--- src/rtl/expander_defines.svh ---
// offsets, field positions and reset values of the change-detect register block
`ifndef EXPANDER_DEFINES_SVH
`define EXPANDER_DEFINES_SVH

`define CFG_ADDR        8'h04
`define MASK_ADDR       8'h06
`define CFG_SHDN_BIT    0
`define CFG_DETECT_BIT  7
`define MASK_INT_BIT    7
`define CFG_RESET       8'h00
`define MASK_RESET      7'h00
`define CHG_PORTS       7
`define SYNC_STAGES     2

`endif

--- src/rtl/expander_pkg.sv ---
// types shared by the change-detect register block
package expander_pkg;

    // one register access from the serial front end, valid for one cycle
    typedef struct packed {
        logic       wr;
        logic       rd;
        logic [7:0] addr;
        logic [7:0] data;
    } reg_req_t;

    // registered read answer
    typedef struct packed {
        logic       valid;
        logic [7:0] data;
    } reg_rsp_t;

endpackage : expander_pkg

--- src/rtl/pin_sync.sv ---
// two-stage synchroniser bank for the change-detecting port pins
`timescale 1ns/1ps
module pin_sync #(
    parameter int WIDTH = 7
) (
    input  wire logic             clk,
    input  wire logic             rst,
    input  wire logic [WIDTH-1:0] din,
    output logic      [WIDTH-1:0] dout
);

    logic [WIDTH-1:0] meta_ff;
    logic [WIDTH-1:0] sync_ff;

    // first stage is read only by the second stage, per bit
    for (genvar i = 0; i < WIDTH; i++) begin : g_bit
        always_ff @(posedge clk) begin
            if (rst) begin
                meta_ff[i] <= 1'b0;
                sync_ff[i] <= 1'b0;
            end else begin
                meta_ff[i] <= din[i];
                sync_ff[i] <= meta_ff[i];
            end
        end
    end

    assign dout = sync_ff;

endmodule : pin_sync

--- src/rtl/change_detect_regs.sv ---
// configuration and change-detect mask registers with the change interrupt flag
`timescale 1ns/1ps
`include "expander_defines.svh"

// How it works
// - config register at 0x04: D7 detect enable, D6 zero, D5..D1 unused
// - config bit D0: zero means shutdown, one means normal operation
// - config bit D7 gates change detection: zero off, one on
// - mask write at 0x06 stores D0..D6 as port 24..30 masks, D7 ignored
// - mask read returns interrupt flag in D7, flag clears after the read unless a change arrives in the same cycle
// - mask read returns port 24..30 bits in D0..D6, ascending
// - after reset config reads shutdown, detection off, all zero
// - after reset all port mask bits are cleared
// - unused bits always read zero whatever was written
module change_detect_regs #(
    parameter int NPORTS = `CHG_PORTS
) (
    input  wire logic                  CLK,
    input  wire logic                  RST,
    input  wire expander_pkg::reg_req_t REQ,
    output expander_pkg::reg_rsp_t      RSP,
    input  wire logic [NPORTS-1:0]     PORT_IN,
    output logic                       INT_OUT,
    output logic                       NORMAL_OP,
    output logic                       DETECT_EN
);
    import expander_pkg::*;

    // the mask register has exactly seven port bits below the flag bit
    if (NPORTS != `CHG_PORTS) begin : g_check
        $error("change_detect_regs supports exactly seven change-detecting ports");
    end

    // ********************************
    // pin sampling
    // ********************************
    logic [NPORTS-1:0] port_sync;
    logic [NPORTS-1:0] port_prev_ff;
    logic [NPORTS-1:0] port_change;

    pin_sync #(
        .WIDTH (NPORTS)
    ) u_sync (
        .clk  (CLK),
        .rst  (RST),
        .din  (PORT_IN),
        .dout (port_sync)
    );

    always_ff @(posedge CLK) begin
        if (RST) begin
            port_prev_ff <= '0;
        end else begin
            port_prev_ff <= port_sync;
        end
    end

    assign port_change = port_sync ^ port_prev_ff;

    // ********************************
    // register decode
    // ********************************
    function automatic logic hit(input reg_req_t r, input logic [7:0] a);
        hit = (r.addr == a);
    endfunction : hit

    logic       cfg_wr;
    logic       mask_wr;
    logic       mask_rd;
    logic       detect_ff;
    logic       normal_ff;
    logic [NPORTS-1:0] mask_ff;
    logic       int_ff;
    logic       int_event;
    logic [7:0] cfg_view;
    logic [7:0] mask_view;
    logic [7:0] nxt_rdata;
    reg_rsp_t   rsp_ff;

    assign cfg_wr  = REQ.wr && hit(REQ, `CFG_ADDR);
    assign mask_wr = REQ.wr && hit(REQ, `MASK_ADDR);
    assign mask_rd = REQ.rd && hit(REQ, `MASK_ADDR);

    // ********************************
    // configuration register
    // ********************************
    always_ff @(posedge CLK) begin
        if (RST) begin
            detect_ff <= 1'(`CFG_RESET >> `CFG_DETECT_BIT);
            normal_ff <= 1'(`CFG_RESET >> `CFG_SHDN_BIT);
        end else if (cfg_wr) begin
            detect_ff <= REQ.data[`CFG_DETECT_BIT];
            normal_ff <= REQ.data[`CFG_SHDN_BIT];
        end
    end

    // D6 and D5..D1 are not stored at all, so they can only read as zero
    assign cfg_view = {detect_ff, 6'h00, normal_ff};

    // ********************************
    // mask register and change flag
    // ********************************
    always_ff @(posedge CLK) begin
        if (RST) begin
            mask_ff <= `MASK_RESET;
        end else if (mask_wr) begin
            mask_ff <= REQ.data[NPORTS-1:0];
        end
    end

    assign int_event = detect_ff && |(port_change & mask_ff);

    // a change in the same cycle as the clearing read wins, so it is never lost
    always_ff @(posedge CLK) begin
        if (RST) begin
            int_ff <= 1'b0;
        end else if (int_event) begin
            int_ff <= 1'b1;
        end else if (mask_rd) begin
            int_ff <= 1'b0;
        end
    end

    assign mask_view = {int_ff, mask_ff};

    // ********************************
    // read answer
    // ********************************
    always_comb begin
        nxt_rdata = 8'h00;
        if (hit(REQ, `CFG_ADDR)) begin
            nxt_rdata = cfg_view;
        end else if (hit(REQ, `MASK_ADDR)) begin
            nxt_rdata = mask_view;
        end
    end

    always_ff @(posedge CLK) begin
        if (RST) begin
            rsp_ff <= '0;
        end else begin
            rsp_ff.valid <= REQ.rd;
            if (REQ.rd) begin
                rsp_ff.data <= nxt_rdata;
            end
        end
    end

    assign RSP       = rsp_ff;
    assign INT_OUT   = int_ff;
    assign NORMAL_OP = normal_ff;
    assign DETECT_EN = detect_ff;
endmodule : change_detect_regs

--- config.mk ---
export PLATFORM = sky130hd
export DESIGN_NAME = change_detect_regs
export DESIGN_NICKNAME = d
export VERILOG_FILES = /design/src/rtl/expander_pkg.sv /design/src/rtl/pin_sync.sv /design/src/rtl/change_detect_regs.sv
export VERILOG_INCLUDE_DIRS = /design/src /design/src/rtl
export SDC_FILE = /design/constraint.sdc
export NUM_CORES = 1
export LEC_CHECK = 0
export BUFFER_PORTS_ARGS = -buffer_cell sky130_fd_sc_hd__buf_2
export CAP_MARGIN = 15
export CELL_PAD_IN_SITES_DETAIL_PLACEMENT = 0
export CELL_PAD_IN_SITES_GLOBAL_PLACEMENT = 1
export CORE_ASPECT_RATIO = 1.2
export CORE_MARGIN = 8
export CORE_UTILIZATION = 38
export DETAILED_ROUTE_END_ITERATION = 10
export PLACE_DENSITY = 0.78
export SLEW_MARGIN = 25
export SYNTH_ARGS = -nofsm -noshare
export SYNTH_HDL_FRONTEND = slang
export SYNTH_SLANG_ARGS = --single-unit
--- constraint.sdc ---
create_clock -name CLK -period 1.5 [get_ports CLK]
set_input_delay 0.075 -clock CLK [delete_from_list [all_inputs] [get_ports CLK]]
set_output_delay 0.075 -clock CLK [all_outputs]
set_load 0.1 [all_outputs]
### Yosys cells after proc, flatten, opt, wreduce, memory -nomap -nowiden

Index checks and enable logic that the tools add are counted.

| cells by class | value |
|---|---|
| reductions and logical operators | 6 |
| mux-type cells | 4 |
| equality and inequality tests | 2 |
| bitwise operators | 2 |

Operators with widths:

| operator | number |
|---|---|
| 8-bit by 3-bit == test with 1-bit output, second input constant | 2 |
| 8-bit 2-to-1 mux | 2 |
| 7-bit AND | 1 |
| 7-bit OR reduction | 1 |
| 7-bit bitwise XOR | 1 |
| 1-bit logical AND | 4 |
| 1-bit 2-to-1 mux | 2 |
| 2-bit nonzero test | 1 |

| word-level totals | value |
|---|---|
| output and inout port bits | 12 |
| register bits after elaboration | 40 |

### Longest topological paths before layout

| depth | value |
|---|---|
| depth after elaboration | 5 |
| mapped depth | 5 |

### Hierarchy

Synthesis repeated with hierarchy kept, for this count alone.

| second synthesis, totals | value |
|---|---|
| cell total of the unflattened synthesis | 120 |
| area total of the unflattened synthesis | 1,422.6 um2 |

Modules (own cells, without submodules):

| module | cells each | area each (um2) | times used |
|---|---|---|---|
| change_detect_regs | 91 | 1,014.7 | 1 |
| pin_sync | 29 | 407.9 | 1 |

### Least setup slack after synthesis

OpenSTA, ideal clock, no wires.

| timing path | value |
|---|---|
| path kind | register -> register |
| start | reg detect_ff, in the netlist DETECT_EN |
| end | reg rsp_ff, in the netlist RSP[7] |
| cell stages (with the launch flop) | 5 |
| slack | -0.011 ns |
| arrival time | 1.441 ns |
| required time | 1.429 ns |
| cell sequence | dfxtp_1 > inv_1 > o21ai_0 > nand3_1 > a21oi_1 |

| on the way | value |
|---|---|
| cells in the longest elaborated chain, start to end | 1 |

RTL lines:

| element | RTL line | RTL |
|---|---|---|
| start, declared | change_detect_regs.sv:70 | `logic detect_ff;` |
| start signal, assigned | change_detect_regs.sv:89 | `` detect_ff <= 1'(`CFG_RESET >> `CFG_DETECT_BIT); `` |
| start signal, assigned | change_detect_regs.sv:92 | `` detect_ff <= REQ.data[`CFG_DETECT_BIT]; `` |
| 8-bit 2-to-1 mux | change_detect_regs.sv:131 | `` if (hit(REQ, `CFG_ADDR)) begin `` |
| end, declared | change_detect_regs.sv:78 | `reg_rsp_t rsp_ff;` |

Every way passes these cells.
A chain may end at the register's enable or synchronous reset.

### Worst setup path after layout

| timing path | value |
|---|---|
| start | reg port_prev_ff[4] |
| end | reg int_ff, in the netlist INT_OUT |

| on the way | value |
|---|---|
| cells in the longest elaborated chain, start to end | 5 |
| elaborated cells between the ends (all ways) | 6 |
| classes of those cells | 1 x mux; 2 x bitwise; 3 x reduce/logical |

RTL lines:

| element | RTL line | RTL |
|---|---|---|
| start, declared | change_detect_regs.sv:38 | `logic [NPORTS-1:0] port_prev_ff;` |
| start signal, assigned | change_detect_regs.sv:54 | `port_prev_ff <= port_sync;` |
| 7-bit bitwise XOR * | change_detect_regs.sv:58 | `assign port_change = port_sync ^ port_prev_ff;` |
| 7-bit AND * | change_detect_regs.sv:111 | `assign int_event = detect_ff && \|(port_change & mask_ff);` |
| 7-bit OR reduction * | change_detect_regs.sv:111 |  |
| 1-bit logical AND * | change_detect_regs.sv:111 |  |
| 1-bit 2-to-1 mux / 2-bit nonzero test (equally long branches) | -- |  |
| end signal, assigned | change_detect_regs.sv:116 | `int_ff <= 1'b0;` |
| end signal, assigned | change_detect_regs.sv:118 | `int_ff <= 1'b1;` |
| end signal, assigned | change_detect_regs.sv:120 | `int_ff <= 1'b0;` |
| end, declared | change_detect_regs.sv:73 | `logic int_ff;` |

Every way passes the cells marked *; elsewhere a longest branch is shown, timed or not.

==> results.ini <==
[clock_network]
cts_made_buffers=5
cts_tree=yes
post_cts_buffers=0
clock_path_buffers=2
h-tree-depth=2
worstSkewPairLatency_ps=290
clk_pin_slew_worst_paths_ps=80
ctsResizeCount=0
postCtsHoldBufs=6
cts_root_buffer=clkbuf_8
clock-sinks=40

[synth]
synth_common_cells=dfxtp_1, nor2b_1, nor2_1
netlist_area_um2=1390
synth_ff_type=dfxtp_1
synth_edf_count=0
yosysMostFrequentCell=dfxtp_1
yosysUniqueCellTypes=25
netlist_instances=123
synth.avg_cell_area_um2=11.3
synth_top_area_cell=dfxtp_1
async_reset_ff_frac=0
synth_top_area_frac=0.575
ys_seq_elements=40
syn-num-nets=150
ys_seq_area_frac=0.575
synth_area_leaders=dfxtp_1, nor2b_1, mux2i_1
yosys_warnings=0

[detailed_routing]
met3RoutedLength_um=217
ant_nets=0
vias_per_cell=4.70
wl_um=2650
drc=0
drtPass1Iterations=4
wl_met1_um=1090
wire_per_inst_um=12.6
drt_iter0_drc=60
highest-signal-layer=met4
route.met2.wl_um=1300
num_vias=988

[timing]
fmax_mhz=749
hold_viol=0
period_share=0.890
worst_clock_skew_ps=5.75
setup_violations=0
rsz0062_at_grt=no
totalNegativeSetupSlack_ps=0
holdWs_ps=12.8
max_slew_margin=0.675
fin_crit_ps=1340
drv_slew=0
worstMarginPinSlew_ps=490

[global_route]
grt_pass1_vias=1017
grt_max_degree=27
grt_overflow=0
grtUsageTotal=0.0992
grt_pass1_wl_um=4510
antenna_found_initial=0

[run]
cap_violations=0

[floorplan]
fp.dieW_um=71.3
rows=24
dieArea_um2=5870
io_pins=39
dieHeight_um=82.3
core_um2=3570
initial_utilization=0.390

[final_layout]
antenna-diode-count=0
post_route_cells_drive_above_1_share=0.345
final_net_count=197
area_delta_synth_final_pct=28.5

[worst_setup_path]
cp.required_ps=1690
end_kind=flop
path_class=flop to flop
reg2reg_from=port_prev_ff[4]
cp.arrival_ps=1530
rr_worst_depth=4
endpoint=INT_OUT
cp-start-kind=flop
rrSetupSlack_ps=160
cp_max_fo=1
startpoint=port_prev_ff[4]
rr_endpoint=INT_OUT

[status]
status=finished, final reports clean

[place]
hpwl_um=2000
io_buffers=38
gp_congestion=0.715

[worst_hold_path]
hold_class=input pin to flop
min_from=PORT_IN[6]

[pwr]
ir_drop_mv=0.620
p_per_area_nw_per_um2=1170
p_leak_uw=0.000803

report_power, final:
| group | switching, uW | internal [uW] |
|---|---|---|
| Clock | 386 | 501 |
| Combinational | 55.4 | 59.6 |
| Sequential | 8.41 | 1090 |
worst min-delay path by stage:
stage,endpoint,slack [ps],cells after the start
2_1_floorplan,RSP[8],200,1
3_3_place_gp,u_sync.meta_ff[0],280,2
3_5_place_dp,u_sync.meta_ff[3],290,2
4_1_cts,mask_ff[6],9,3
5_1_grt,mask_ff[3],20,3
6_report,u_sync.meta_ff[6],10,2
kinds of logic after synthesis:
group           after synthesis  synth area share
xor+xnor                      7            0.0440
mux                          10            0.0728
flops                        40             0.575
compound gates               14            0.0845
simple gates                 44             0.194
buf+inv                       8            0.0296
flip-flops by register name, summed over array words and instances, names as in the netlist:
| signal | cells |
|---|---|
| RSP | 9 |
| mask_ff | 7 |
| port_prev_ff | 7 |
| u_sync.dout | 7 |
| u_sync.meta_ff | 7 |
| DETECT_EN | 1 |
| INT_OUT | 1 |
| NORMAL_OP | 1 |
cells in the final DEF, fill, tap and decap left out, drive strengths merged, types with 2 or more instances in the layout:
cell and count:
xor2 7, mux2i 9, a22o 6, dfxtp 40, nor2 10, clkbuf 5
a21oi 2, nand2b 2, inv 3, and4 2, buf 40, dlygate4sd3 6
nand3 3, a22oi 2, nor2b 22
area by class of cell:
| cell class | count | area, um^2 |
|---|---|---|
| Sequential cell | 40 | 802 |
| Fill cell | 339 | 1780 |
| Multi-Input combinational cell | 75 | 551 |
| Tap cell | 39 | 48.8 |
| Clock inverter | 3 | 46.3 |
| Inverter | 2 | 7.51 |
| Timing Repair Buffer | 46 | 265 |
| Clock buffer | 5 | 68.8 |
stage by stage:
| step | instances | utilization | total power [uW] | setup WS [ps] | cell area [um^2] |
|---|---|---|---|---|---|
| floorplan | 123 | - | 1170 | 12.3 | 1390 |
| global placement | 196 | 0.452 | 1220 | 182 | 1610 |
| detailed placement | 196 | 0.452 | 1220 | 156 | 1610 |
| CTS | 210 | 0.501 | 2120 | 131 | 1790 |
| global route | 210 | 0.501 | 2190 | 69.0 | 1790 |
| finish | 210 | 0.501 | 2090 | 164 | 1790 |
critical path, cell delays in order, from the launching register on:
cell      delay [ps]
dfxtp_1          320
xor2_1           160
a222oi_1         370
a311oi_1         160
a31o_2           230
layer usage:
| metal | vias to the layer above | GRT usage |
|---|---|---|
| met4 | 0 | 0.0563 |
| met1 | 435 | 0.0914 |
| li1 | 511 | - |
| met2 | 37 | 0.175 |
| met5 | - | 0 |
| met3 | 5 | 0.0519 |
(Power assumes the default switching activity.)
